$ cat src/rtl/opdec_cfg.svh
// constants for the opcode and operand decoder
`ifndef OPDEC_CFG_SVH
`define OPDEC_CFG_SVH
`define OPD_ESC2         8'h0F
`define OPD_FPU_LO       8'hD8
`define OPD_FPU_MASK     8'hF8
`define OPD_FPU_SPEC_MAX 8'hBF
`define OPD_MOD_HI       7
`define OPD_MOD_LO       6
`define OPD_REG_HI       5
`define OPD_REG_LO       3
`define OPD_RM_HI        2
`define OPD_RM_LO        0
`define OPD_RM_DISP32    3'h5
`define OPD_RM_SIB       3'h4
`define OPD_REG_ACC      3'h0
`endif

$ cat src/rtl/opdec_pkg.sv
// types for the opcode and operand decoder
package opdec_pkg;
  typedef enum logic [3:0] {
    AM_NONE, AM_DIRECT, AM_CTRL, AM_DEBUG, AM_RM, AM_FLAGS, AM_GEN,
    AM_IMM, AM_REL, AM_MEM, AM_MOFS, AM_REGONLY, AM_SEG, AM_TEST,
    AM_STR_SRC, AM_STR_DST
  } addr_method_t;
  typedef enum logic [3:0] {
    OT_NONE, OT_BOUND, OT_BYTE, OT_BYTE_WORD, OT_DWORD, OT_PTR,
    OT_QWORD, OT_PSEUDO_DESC, OT_VAR, OT_WORD
  } op_type_t;
  typedef enum logic [2:0] {
    RF_NONE, RF_GEN, RF_CTRL, RF_DEBUG, RF_TEST, RF_SEG
  } reg_file_t;
  typedef enum logic [1:0] {
    SEG_NONE, SEG_DATA, SEG_EXTRA
  } seg_sel_t;
  typedef struct packed {
    addr_method_t method;
    op_type_t     otype;
  } operand_code_t;
  typedef struct packed {
    operand_code_t code;
    logic [6:0]    size_bytes;
    reg_file_t     reg_file;
    logic [2:0]    reg_index;
    logic          is_memory;
    logic          no_base_index;
    seg_sel_t      seg;
    logic          index_si;
    logic          index_di;
  } operand_desc_t;
  typedef struct packed {
    logic       two_byte;
    logic       float_page;
    logic       float_table;
    logic [7:0] opcode;
    logic [3:0] row;
    logic [3:0] col;
    logic [2:0] ext;
    logic       has_spec;
    logic [7:0] spec;
    logic [2:0] disp_len;
    logic [31:0] disp;
    logic [2:0] imm_len;
    logic [31:0] imm;
    logic       illegal;
  } decoded_t;
endpackage : opdec_pkg

$ cat src/rtl/opcode_operand_decoder.sv
// byte-serial instruction decoder with operand descriptors
`timescale 1ns/1ps
`default_nettype none
`include "opdec_cfg.svh"

module opcode_operand_decoder
  import opdec_pkg::*;
(
  input  wire logic                i_sys_clk,
  input  wire logic                i_rst,
  input  wire logic                i_byte_valid,
  input  wire logic [7:0]          i_byte,
  input  wire logic                i_op_size32,
  input  wire logic                i_addr_size32,
  input  wire operand_code_t       i_op_code,
  input  wire logic [2:0]          i_imm_len,
  output logic                     o_byte_ready,
  output logic                     o_dec_valid,
  output opdec_pkg::decoded_t      o_dec,
  output opdec_pkg::operand_desc_t o_opnd
);
  import opdec_pkg::*;

  // ==========================================================
  // collection state machine
  typedef enum logic [2:0] {
    S_OPC, S_OPC2, S_SPEC, S_DISP, S_IMM, S_DONE
  } state_t;
  state_t        state_q;
  decoded_t      dec_q;
  logic [2:0]    cnt_q;
  operand_code_t code_q;
  logic          size32_q;
  logic          addr32_q;

  logic take;
  assign take = i_byte_valid && o_byte_ready;

  // methods that need a specifier byte
  function automatic logic needs_spec(input addr_method_t m);
    unique case (m)
      AM_CTRL, AM_DEBUG, AM_RM, AM_GEN, AM_MEM, AM_REGONLY, AM_SEG,
      AM_TEST: needs_spec = 1'b1;
      default: needs_spec = 1'b0;
    endcase
  endfunction : needs_spec

  // displacement length from specifier and address size
  function automatic logic [2:0] disp_bytes(input logic [7:0] s,
                                            input logic a32);
    logic [1:0] md;
    md = s[`OPD_MOD_HI:`OPD_MOD_LO];
    if (md == 2'b11) disp_bytes = 3'd0;
    else if (md == 2'b01) disp_bytes = 3'd1;
    else if (md == 2'b10) disp_bytes = a32 ? 3'd4 : 3'd2;
    else if (a32 && s[`OPD_RM_HI:`OPD_RM_LO] == `OPD_RM_DISP32)
      disp_bytes = 3'd4;
    else if (!a32 && s[`OPD_RM_HI:`OPD_RM_LO] == 3'h6)
      disp_bytes = 3'd2;
    else disp_bytes = 3'd0;
  endfunction : disp_bytes

  function automatic logic is_float(input logic [7:0] b);
    is_float = (b & `OPD_FPU_MASK) == `OPD_FPU_LO;
  endfunction : is_float

  logic [2:0] dlen_n;
  assign dlen_n = disp_bytes(i_byte, addr32_q);

  // ==========================================================
  // byte collection
  always_ff @(posedge i_sys_clk or posedge i_rst)
  begin
    if (i_rst)
    begin
      state_q  <= S_OPC;
      dec_q    <= '0;
      cnt_q    <= 3'd0;
      code_q   <= '0;
      size32_q <= 1'b0;
      addr32_q <= 1'b0;
    end
    else
    begin
      unique case (state_q)
        S_OPC:
          if (take)
          begin
            dec_q        <= '0;
            dec_q.opcode <= i_byte;
            dec_q.row    <= i_byte[7:4];
            dec_q.col    <= i_byte[3:0];
            code_q       <= i_op_code;
            size32_q     <= i_op_size32;
            addr32_q     <= i_addr_size32;
            dec_q.imm_len <= i_imm_len;
            dec_q.float_page <= is_float(i_byte);
            if (i_byte == `OPD_ESC2)
              state_q <= S_OPC2;
            else if (is_float(i_byte) || needs_spec(i_op_code.method))
              state_q <= S_SPEC;
            else if (i_op_code.method == AM_DIRECT
                     || i_op_code.method == AM_MOFS)
            begin
              dec_q.disp_len <= i_addr_size32 ? 3'd4 : 3'd2;
              cnt_q   <= 3'd0;
              state_q <= S_DISP;
            end
            else if (i_imm_len != 3'd0)
            begin
              cnt_q   <= 3'd0;
              state_q <= S_IMM;
            end
            else
              state_q <= S_DONE;
          end
        S_OPC2:
          if (take)
          begin
            dec_q.two_byte <= 1'b1;
            dec_q.opcode   <= i_byte;
            dec_q.row      <= i_byte[7:4];
            dec_q.col      <= i_byte[3:0];
            code_q         <= i_op_code;
            dec_q.imm_len  <= i_imm_len;
            if (needs_spec(i_op_code.method))
              state_q <= S_SPEC;
            else if (i_op_code.method == AM_DIRECT
                     || i_op_code.method == AM_MOFS)
            begin
              // address size was latched with the escape byte
              dec_q.disp_len <= addr32_q ? 3'd4 : 3'd2;
              cnt_q   <= 3'd0;
              state_q <= S_DISP;
            end
            else if (i_imm_len != 3'd0)
            begin
              cnt_q   <= 3'd0;
              state_q <= S_IMM;
            end
            else
              state_q <= S_DONE;
          end
        S_SPEC:
          if (take)
          begin
            dec_q.has_spec <= 1'b1;
            dec_q.spec     <= i_byte;
            dec_q.ext      <= i_byte[`OPD_REG_HI:`OPD_REG_LO];
            if (dec_q.float_page && i_byte > `OPD_FPU_SPEC_MAX)
            begin
              dec_q.float_table <= 1'b1;
              dec_q.row <= i_byte[7:4];
              dec_q.col <= i_byte[3:0];
            end
            dec_q.illegal <= code_q.method == AM_MEM
                             && i_byte[7:6] == 2'b11;
            if (code_q.method == AM_REGONLY || dlen_n == 3'd0)
            begin
              dec_q.disp_len <= 3'd0;
              cnt_q <= 3'd0;
              state_q <= dec_q.imm_len != 3'd0 ? S_IMM : S_DONE;
            end
            else
            begin
              dec_q.disp_len <= dlen_n;
              cnt_q <= 3'd0;
              state_q <= S_DISP;
            end
          end
        S_DISP:
          if (take)
          begin
            dec_q.disp[cnt_q*8 +: 8] <= i_byte; // little-endian
            cnt_q <= cnt_q + 3'd1;
            if (cnt_q + 3'd1 == dec_q.disp_len)
            begin
              cnt_q   <= 3'd0;
              state_q <= dec_q.imm_len != 3'd0 ? S_IMM : S_DONE;
            end
          end
        S_IMM:
          if (take)
          begin
            dec_q.imm[cnt_q*8 +: 8] <= i_byte;
            cnt_q <= cnt_q + 3'd1;
            if (cnt_q + 3'd1 == dec_q.imm_len)
              state_q <= S_DONE;
          end
        S_DONE:
          state_q <= S_OPC;
        default:
          state_q <= S_OPC;
      endcase
    end
  end

  // ==========================================================
  // operand descriptor, resolved from stored codes
  operand_desc_t opnd_d;
  always_comb
  begin
    opnd_d = '0;
    opnd_d.code = code_q;
    unique case (code_q.otype)
      OT_BYTE:         opnd_d.size_bytes = 7'd1;
      OT_WORD:         opnd_d.size_bytes = 7'd2;
      OT_DWORD:        opnd_d.size_bytes = 7'd4;
      OT_QWORD:        opnd_d.size_bytes = 7'd8;
      OT_PSEUDO_DESC:  opnd_d.size_bytes = 7'd6;
      OT_VAR:          opnd_d.size_bytes = size32_q ? 7'd4 : 7'd2;
      OT_BYTE_WORD:    opnd_d.size_bytes = size32_q ? 7'd2 : 7'd1;
      OT_PTR:          opnd_d.size_bytes = size32_q ? 7'd6 : 7'd4;
      OT_BOUND:        opnd_d.size_bytes = size32_q ? 7'd8 : 7'd4;
      default:         opnd_d.size_bytes = 7'd0;
    endcase
    opnd_d.reg_index = dec_q.spec[`OPD_REG_HI:`OPD_REG_LO];
    unique case (code_q.method)
      AM_CTRL:  opnd_d.reg_file = RF_CTRL;
      AM_DEBUG: opnd_d.reg_file = RF_DEBUG;
      AM_TEST:  opnd_d.reg_file = RF_TEST;
      AM_SEG:   opnd_d.reg_file = RF_SEG;
      AM_GEN:   opnd_d.reg_file = RF_GEN;
      AM_REGONLY:
      begin
        opnd_d.reg_file  = RF_GEN;
        opnd_d.reg_index = dec_q.spec[`OPD_RM_HI:`OPD_RM_LO];
      end
      AM_RM, AM_MEM:
      begin
        opnd_d.is_memory = dec_q.spec[7:6] != 2'b11;
        opnd_d.reg_file  = opnd_d.is_memory ? RF_NONE : RF_GEN;
        opnd_d.reg_index = dec_q.spec[`OPD_RM_HI:`OPD_RM_LO];
        opnd_d.no_base_index = addr32_q && dec_q.spec[7:6] == 2'b00
          && dec_q.spec[2:0] == `OPD_RM_DISP32;
      end
      AM_DIRECT, AM_MOFS:
      begin
        opnd_d.is_memory     = 1'b1;
        opnd_d.no_base_index = 1'b1;
      end
      AM_STR_SRC:
      begin
        opnd_d.is_memory = 1'b1;
        opnd_d.seg       = SEG_DATA;
        opnd_d.index_si  = 1'b1;
      end
      AM_STR_DST:
      begin
        opnd_d.is_memory = 1'b1;
        opnd_d.seg       = SEG_EXTRA;
        opnd_d.index_di  = 1'b1;
      end
      default: opnd_d.reg_file = RF_NONE;
    endcase
  end

  // ==========================================================
  // registered outputs
  always_ff @(posedge i_sys_clk or posedge i_rst)
  begin
    if (i_rst)
    begin
      o_dec_valid  <= 1'b0;
      o_dec        <= '0;
      o_opnd       <= '0;
      o_byte_ready <= 1'b0;
    end
    else
    begin
      o_dec_valid  <= state_q == S_DONE;
      o_byte_ready <= 1'b1;
      if (state_q == S_DONE)
      begin
        o_dec  <= dec_q; // imm/disp carry the raw bytes, zero-filled above their length
        o_opnd <= opnd_d;
      end
    end
  end

  // ==========================================================
  // checks
  property p_valid_one;
    @(posedge i_sys_clk) disable iff (i_rst)
      o_dec_valid |=> !o_dec_valid;
  endproperty
  a_valid_one: assert property (p_valid_one)
    else $error("decoded valid held two cycles");

  property p_esc2;
    @(posedge i_sys_clk) disable iff (i_rst)
      state_q == S_OPC && take && i_byte == `OPD_ESC2 |=> state_q == S_OPC2;
  endproperty
  a_esc2: assert property (p_esc2)
    else $error("escape byte not followed by second opcode");

  property p_row_col;
    @(posedge i_sys_clk) disable iff (i_rst)
      o_dec_valid && !o_dec.float_table |-> o_dec.row == o_dec.opcode[7:4]
        && o_dec.col == o_dec.opcode[3:0];
  endproperty
  a_row_col: assert property (p_row_col)
    else $error("row or column not from opcode nibbles");

  property p_float_hi;
    @(posedge i_sys_clk) disable iff (i_rst)
      o_dec_valid && o_dec.float_page && o_dec.has_spec
        |-> o_dec.float_table == (o_dec.spec > `OPD_FPU_SPEC_MAX);
  endproperty
  a_float_hi: assert property (p_float_hi)
    else $error("float table choice wrong");

  property p_ext;
    @(posedge i_sys_clk) disable iff (i_rst)
      o_dec_valid && o_dec.has_spec |-> o_dec.ext == o_dec.spec[5:3];
  endproperty
  a_ext: assert property (p_ext)
    else $error("extension field wrong");

  property p_disp32;
    @(posedge i_sys_clk) disable iff (i_rst)
      state_q == S_SPEC && take && addr32_q && i_byte == 8'h05
        && code_q.method == AM_RM |=> dec_q.disp_len == 3'd4;
  endproperty
  a_disp32: assert property (p_disp32)
    else $error("disp32 form not expected");

  property p_var_size;
    @(posedge i_sys_clk) disable iff (i_rst)
      o_dec_valid && o_opnd.code.otype == OT_VAR
        |-> o_opnd.size_bytes == 7'd2 || o_opnd.size_bytes == 7'd4;
  endproperty
  a_var_size: assert property (p_var_size)
    else $error("variable size out of range");

  property p_mem_only;
    @(posedge i_sys_clk) disable iff (i_rst)
      o_dec_valid && o_opnd.code.method == AM_MEM && o_dec.spec[7:6] == 2'b11
        |-> o_dec.illegal;
  endproperty
  a_mem_only: assert property (p_mem_only)
    else $error("register form accepted for memory-only");

  c_two_byte: cover property (@(posedge i_sys_clk) o_dec_valid
    && o_dec.two_byte);
  c_float_tbl: cover property (@(posedge i_sys_clk) o_dec_valid
    && o_dec.float_table);
  c_imm: cover property (@(posedge i_sys_clk) o_dec_valid
    && o_dec.imm_len != 3'd0 && o_dec.disp_len != 3'd0);
endmodule : opcode_operand_decoder
`default_nettype wire

$ cat config.mk
export PLATFORM = sky130hd
export DESIGN_NAME = opcode_operand_decoder
export DESIGN_NICKNAME = d
export VERILOG_FILES = /design/src/rtl/opdec_pkg.sv /design/src/rtl/opcode_operand_decoder.sv
export VERILOG_INCLUDE_DIRS = /design/src /design/src/rtl
export SDC_FILE = /design/constraint.sdc
export NUM_CORES = 1
export LEC_CHECK = 0
export BUFFER_PORTS_ARGS = -buffer_cell sky130_fd_sc_hd__buf_2
export CAP_MARGIN = 10
export CELL_PAD_IN_SITES_DETAIL_PLACEMENT = 0
export CELL_PAD_IN_SITES_GLOBAL_PLACEMENT = 1
export CORE_MARGIN = 1
export CORE_UTILIZATION = 47
export CTS_BUF_LIST = sky130_fd_sc_hd__clkbuf_16
export CTS_CLUSTER_DIAMETER = 80
export DETAILED_ROUTE_END_ITERATION = 12
export MAX_ROUTING_LAYER = met4
export PLACE_DENSITY_LB_ADDON = 0.08
export SETUP_SLACK_MARGIN = 0.05
export SYNTH_ARGS = -nofsm -noshare
export SYNTH_HDL_FRONTEND = slang
export SYNTH_SLANG_ARGS = --single-unit
$ cat constraint.sdc
create_clock -name i_sys_clk -period 19.4 [get_ports i_sys_clk]
set_input_delay 0.97 -clock i_sys_clk [delete_from_list [all_inputs] [get_ports i_sys_clk]]
set_output_delay 0.97 -clock i_sys_clk [all_outputs]
set_load 0.02 [all_outputs]
# Word-level counts from Yosys, hierarchy flattened

Memories as Yosys holds them, arrays and structs flattened.
Index checks and enable logic that the tools add are counted.
Widths: inputs -> output; s select.

Flip-flop bits (word level): 249
Memories: 2
Input port bits: 24
Memory bits (read-only): 32
Output and inout bits: 131

Memories:

| name             | depth | bits a word | read ports | clocked after memory_dff | write ports | line                         | RTL |
|---|---|---|---|---|---|---|---|
| (name not given) | 16    | 1           | 1          | 0                        | 0           | opcode_operand_decoder.sv:41 | `unique case (m)` |
| (name not given) | 16    | 1           | 1          | 0                        | 0           | opcode_operand_decoder.sv:41 |  |

Mux-type cells: 82
Eq/ne operators: 51
Reduce and logical (&&, ||, !) cells: 39
Shift-type cells: 2
Order comparisons: 1
Add/sub/neg operators: 2

Operators by type and width:

| cell                    | count |
|---|---|
| $pmux 32 s2             | 2 |
| $mux 3                  | 39 |
| $mux 102                | 1 |
| $bwmux 32               | 2 |
| $mux 32                 | 2 |
| $eq 4x4->1 const B      | 10 |
| $pmux 4 s9              | 1 |
| $neg 6->34              | 1 |
| $shift 8x34->32 const A | 1 |
| $shiftx 8x34->32        | 1 |
| $pmux 3 s5              | 2 |
| $ne 2x2->1 const B      | 13 |
| $eq 4x3->1 const B      | 6 |
| $pmux 12 s2             | 1 |
| $pmux 8 s3              | 1 |
| $mux 23                 | 1 |
| $pmux 3 s6              | 1 |
| $eq 4x2->1 const B      | 4 |
| $mux 16                 | 1 |
| $pmux 8 s2              | 1 |
| $eq 3x3->1 const B      | 5 |
| $mux 1                  | 14 |
| $eq 4x1->1 const B      | 3 |
| $reduce_and 3->1        | 4 |
| other kinds (33)        | 60 |

# Longest topological paths before layout

Depth in word-level cells: 12
Mapped depth: 10

# Worst setup path after synthesis

Ideal clock, no wire load.

Path kind: input port to flip-flop
Start: input i_byte[7]
End: register cnt_q[0]
Library setup time: 0.125 ns
Arrival time: 2.227 ns
Stages: 7
Setup slack: 17.048 ns
Path through: buf_2 nor4b_2 nand4_1 a21oi_2 nor2_1 o21a_1 mux2_4

Word-level cells in the longest chain between the ends: 4

RTL lines:

| what                                | line                          | RTL |
|---|---|---|
| from (decl)                         | opcode_operand_decoder.sv:12  | `input wire logic [7:0] i_byte,` |
| $eq 5x5->1 (no source line)         | n/a                           |  |
| $logic_or 1x1->1                    | opcode_operand_decoder.sv:100 | `else if (is_float(i_byte) \|\| needs_spec(i_op_code.method))` |
| $ne 2x2->1 (no source line)         | n/a                           |  |
| $reduce_and 9->1 (no source line) * | n/a                           |  |
| to (signal assigned)                | opcode_operand_decoder.sv:175 | `cnt_q <= cnt_q + 3'd1;` |
| to (signal assigned)                | opcode_operand_decoder.sv:186 | `cnt_q <= cnt_q + 3'd1;` |
| to (decl)                           | opcode_operand_decoder.sv:31  | `logic [2:0] cnt_q;` |

Mark *: on every way between the ends. The rest lies on a longest branch, timed or not.
A chain may end at the register's enable or synchronous reset.

# Worst setup path in the final report

Start: register state_q[1]
End: register o_opnd[2] in the netlist's numbering

Word-level cells in the longest chain between the ends: 1

RTL lines:

| what                   | line                          | RTL |
|---|---|---|
| from (decl)            | opcode_operand_decoder.sv:29  | `state_t state_q;` |
| from (signal assigned) | opcode_operand_decoder.sv:162 | `state_q <= dec_q.imm_len != 3'd0 ? S_IMM : S_DONE;` |
| from (signal assigned) | opcode_operand_decoder.sv:179 | `state_q <= dec_q.imm_len != 3'd0 ? S_IMM : S_DONE;` |
| $eq 3x3->1             | opcode_operand_decoder.sv:273 | `if (state_q == S_DONE)` |
| to (signal assigned)   | opcode_operand_decoder.sv:276 | `o_opnd <= opnd_d;` |
| to (decl)              | opcode_operand_decoder.sv:20  | `output opdec_pkg::operand_desc_t o_opnd` |

Every way passes these cells.

==> flow_metrics.env <==
export IMPL_routedWlPerCell_um=17.14
export IMPL_boundaryPins=155
export IMPL_drc=0
export IMPL_antenna_found_initial=2
export IMPL_path_delay_family="buffers and inverters"
export IMPL_arrival_ps=3210
export IMPL_ir_worst_vdd_uv=69.56
export IMPL_firstDrtPassIters=5
export IMPL_ys_seq_area_frac=0.6051
export IMPL_power_uw=1656
export IMPL_switching_share=0.3713
export IMPL_grt_pass1_vias=7260
export IMPL_layout_min_cycle_time_ps=2805
export IMPL_synth_top_area_frac=0.6051
export IMPL_p_leak_uw=0.006037
export IMPL_cp_common_cell="buf_4"
export IMPL_clkPwrFrac=0.253
export IMPL_vias=7522
export IMPL_synthFlopType="dfrtp_1"
export IMPL_hold_buffers=0
export IMPL_die_area_um2=21610
export IMPL_postRouteAntennaNets=0
export IMPL_pre_cts_slack_ps=16310
export IMPL_avgSynthCellArea_um2=9.776
export IMPL_hp_class="reg2reg"
export IMPL_crit_path_end="o_opnd[2]$_DFFE_PP0P_"
export IMPL_start_util=0.4838
export IMPL_cp_cell_sequence="nand3b_1, buf_4, buf_4, nor3_1, a21o_1"
export IMPL_cts_tree="yes"
export IMPL_regToRegEndpoint="o_opnd[2]$_DFFE_PP0P_"
export IMPL_fin_ws_ps=16600
export IMPL_stdcell_area_um2=11460
export IMPL_die_height_um=147.0
export IMPL_fin_crit_sh=0.1446
export IMPL_powerDensity_nw_per_um2=144.5
export IMPL_drive_above_1_share=0.1890
export IMPL_drt_wl_total_um=24340
export IMPL_crit_path_start="state_q[1]$_DFFE_PP0P_"
export IMPL_ys_seq_elements=239
export IMPL_h_tree_depth=1
export IMPL_outcome="finished clean"
export IMPL_port_buffers=151
export IMPL_grt_max_degree=156
export IMPL_intPower_uw=1041
export IMPL_grt_total_usage=0.2403
export IMPL_grt_setup_unrepaired="no"
export IMPL_clk_path_buf_depth=3
export IMPL_synthTopCellsByArea="dfrtp_1, nand2_1, a22o_1"
export IMPL_p_switching_uw=614.7
export IMPL_via_per_inst=5.297
export IMPL_syn2layout_area_growth_pct=15.95
export IMPL_tightest_slew_ps=1182
export IMPL_r2r_start="state_q[1]$_DFFE_PP0P_"
export IMPL_cp_required_ps=19800
export IMPL_critPathMaxStageDelay_ps=740
export IMPL_maxCapViolCount=0
export IMPL_crit_type="reg2reg"
export IMPL_dpl_cell_area_um2=10750
export IMPL_r2r_cells=5
export IMPL_num_rows=52
export IMPL_dp_hpwl_um=15450
export IMPL_chipWidth_um=147.0
export IMPL_numCtsBuffers=25
export IMPL_cts_setup_buffers=0
export IMPL_cp_depth=5
export IMPL_clockRootBuffer="clkbuf_16"
export IMPL_hold_path_cell_count=2
export IMPL_startpoint_type="flip-flop"
export IMPL_fmax_ghz=0.3565
export IMPL_clkTransAtPathRegs_ps=60
export IMPL_syn_inst=1011
export IMPL_synth_area_leader_cell="dfrtp_1"
export IMPL_cts_resized=0
export IMPL_grt_overflow_total=0
export IMPL_synth_cell_types=62
export IMPL_slew_headroom=0.2060
export IMPL_finalNetCount=1160
export IMPL_grt_pass1_wl_um=39940
export IMPL_final_max_slew_viol_count=0
export IMPL_fin_tns_setup_ps=0
export IMPL_async_flop_share=1.000
export IMPL_syn_cell_area_um2=9883
export IMPL_place_gp_congestion=0.8426
export IMPL_finalHoldViolations=0
export IMPL_cp_num_buf_inv=2
export IMPL_synth_warnings=0
export IMPL_cp_end_kind="flip-flop"
export IMPL_slowest_stage="dfrtp_1"
export IMPL_rrSetupSlack_ps=16600
export IMPL_comb_power_share=0.294
export IMPL_dr_first_iter_drc_count=494
export IMPL_clk_latency_ps=510
export IMPL_final_setup_viol_count=0
export IMPL_critPathMaxFanout=78
export IMPL_p_seq_frac=0.453
export IMPL_synth_edff_count=0
export IMPL_fin_skew_ps=6.871
export IMPL_fp_coreArea_um2=20430
export IMPL_cts_num_sinks=239
-- cell usage in the layout, fill, tap and decap left out, drive strengths merged, types with 4 or more instances in the layout --
cell type / netlist / layout
a22o: 48 / 48
nand3: 23 / 23
xnor2: 5 / 5
dfrtp: 239 / 239
o21ai: 70 / 70
mux2i: 4 / 4
buf: 26 / 155
mux2: 21 / 21
conb: 2 / 4
nor4: 4 / 4
nand2: 374 / 374
a21oi: 14 / 14
nor4b: 4 / 4
nor2b: 7 / 7
a31oi: 11 / 11
clkbuf: 36 / 25
a21o: 6 / 6
nand4: 4 / 4
clkinv: 0 / 8
nand2b: 5 / 5
nor2: 35 / 35
nor3: 7 / 7
inv: 22 / 29
-- final cells by class --
cell class              count  area (µm²)
multi-input cells         690        3557
flip-flops and latches    239        5981
clock buffers              25       625.6
clock inverters            17       76.32
repair buffers            155       785.8
inverters                  22       91.34
diodes                      2       5.005
well taps                 270       337.8
fillers                  1905        8970
-- worst min-delay path, cell delays in order (launching register included) --
cell and delay [ps]:
dfrtp_1 340, nand2_1 50, nand2_1 50
-- cells in the mapped netlist (6+ instances only) --
cell	instances
a21oi_1	12
nand2_1	374
nor2_1	34
buf_2	14
o21ai_0	63
buf_4	7
clkbuf_1	36
nand3_1	23
dfrtp_1	239
a22o_1	48
mux2_2	20
o21ai_1	7
inv_1	21
a21o_1	6
a31oi_1	11
nor2b_1	7
-- per-stage QoR --
stage	hold slack [ps]	utilization	std cells
after floorplan	432.3	-	1013
after global placement	449.2	0.5263	1376
after detailed placement	456.7	0.5263	1376
after CTS	470.2	0.5607	1418
after global routing	487.3	0.5609	1420
final	467.1	0.5609	1420
-- worst min path at each step --
stage | startpoint | to | slack [ps]
floorplan | dec_q[86]$_DFFE_PP0P_ | o_dec[86]$_DFFE_PP0P_ | 430
global placement | dec_q[87]$_DFFE_PP0P_ | o_dec[87]$_DFFE_PP0P_ | 450
detailed placement | o_dec[16]$_DFFE_PP0P_ | o_dec[16]$_DFFE_PP0P_ | 460
CTS | dec_q[0]$_DFFE_PP0P_ | dec_q[0]$_DFFE_PP0P_ | 470
global route | dec_q[27]$_DFFE_PP0P_ | o_dec[27]$_DFFE_PP0P_ | 490
finish | dec_q[96]$_DFFE_PP0P_ | o_dec[96]$_DFFE_PP0P_ | 470
-- registers in the layout (all words and copies together), names as in the netlist --
name,count
dec_q,99
o_dec,99
o_opnd,23
code_q,8
cnt_q,3
state_q,3
addr32_q,1
o_byte_ready,1
o_dec_valid,1
size32_q,1
-- cell families (layout without fill, tap and decap cells) --
group,after synthesis,count (layout),synth area share
AND/OR/NAND/NOR,474,474,0.1970
flip-flops,239,239,0.6051
AO/OA/AOI/OAI,176,176,0.1201
buffers and inverters,84,219,0.03633
multiplexers,25,25,0.02836
XOR/XNOR,8,8,0.008482
adder cells (fa/ha/maj),3,3,0.003798
other,2,6,0.0007599
-- power by group through the flow --
stage / Clock, µW / Combinational, µW / Sequential [µW]
2_1_floorplan: 0 / 293 / 791
3_3_place_gp: 0 / 481 / 756
3_5_place_dp: 0 / 491 / 756
4_1_cts: 429 / 492 / 749
5_1_grt: 450 / 542 / 770
6_report: 420 / 486 / 750
-- metal layers --
layer | GRT usage | part of all wire | routed length (µm) | vias to the layer above
met5 | - | 0 | 0 | -
met4 | 0.04948 | 0.014 | 350 | 0
met3 | 0.03354 | 0.053 | 1280 | 31
met2 | 0.3479 | 0.44 | 10720 | 202
met1 | 0.3616 | 0.49 | 11990 | 3664
li1 | - | - | - | 3625
Note: power is estimated with default switching activity, not from simulation.
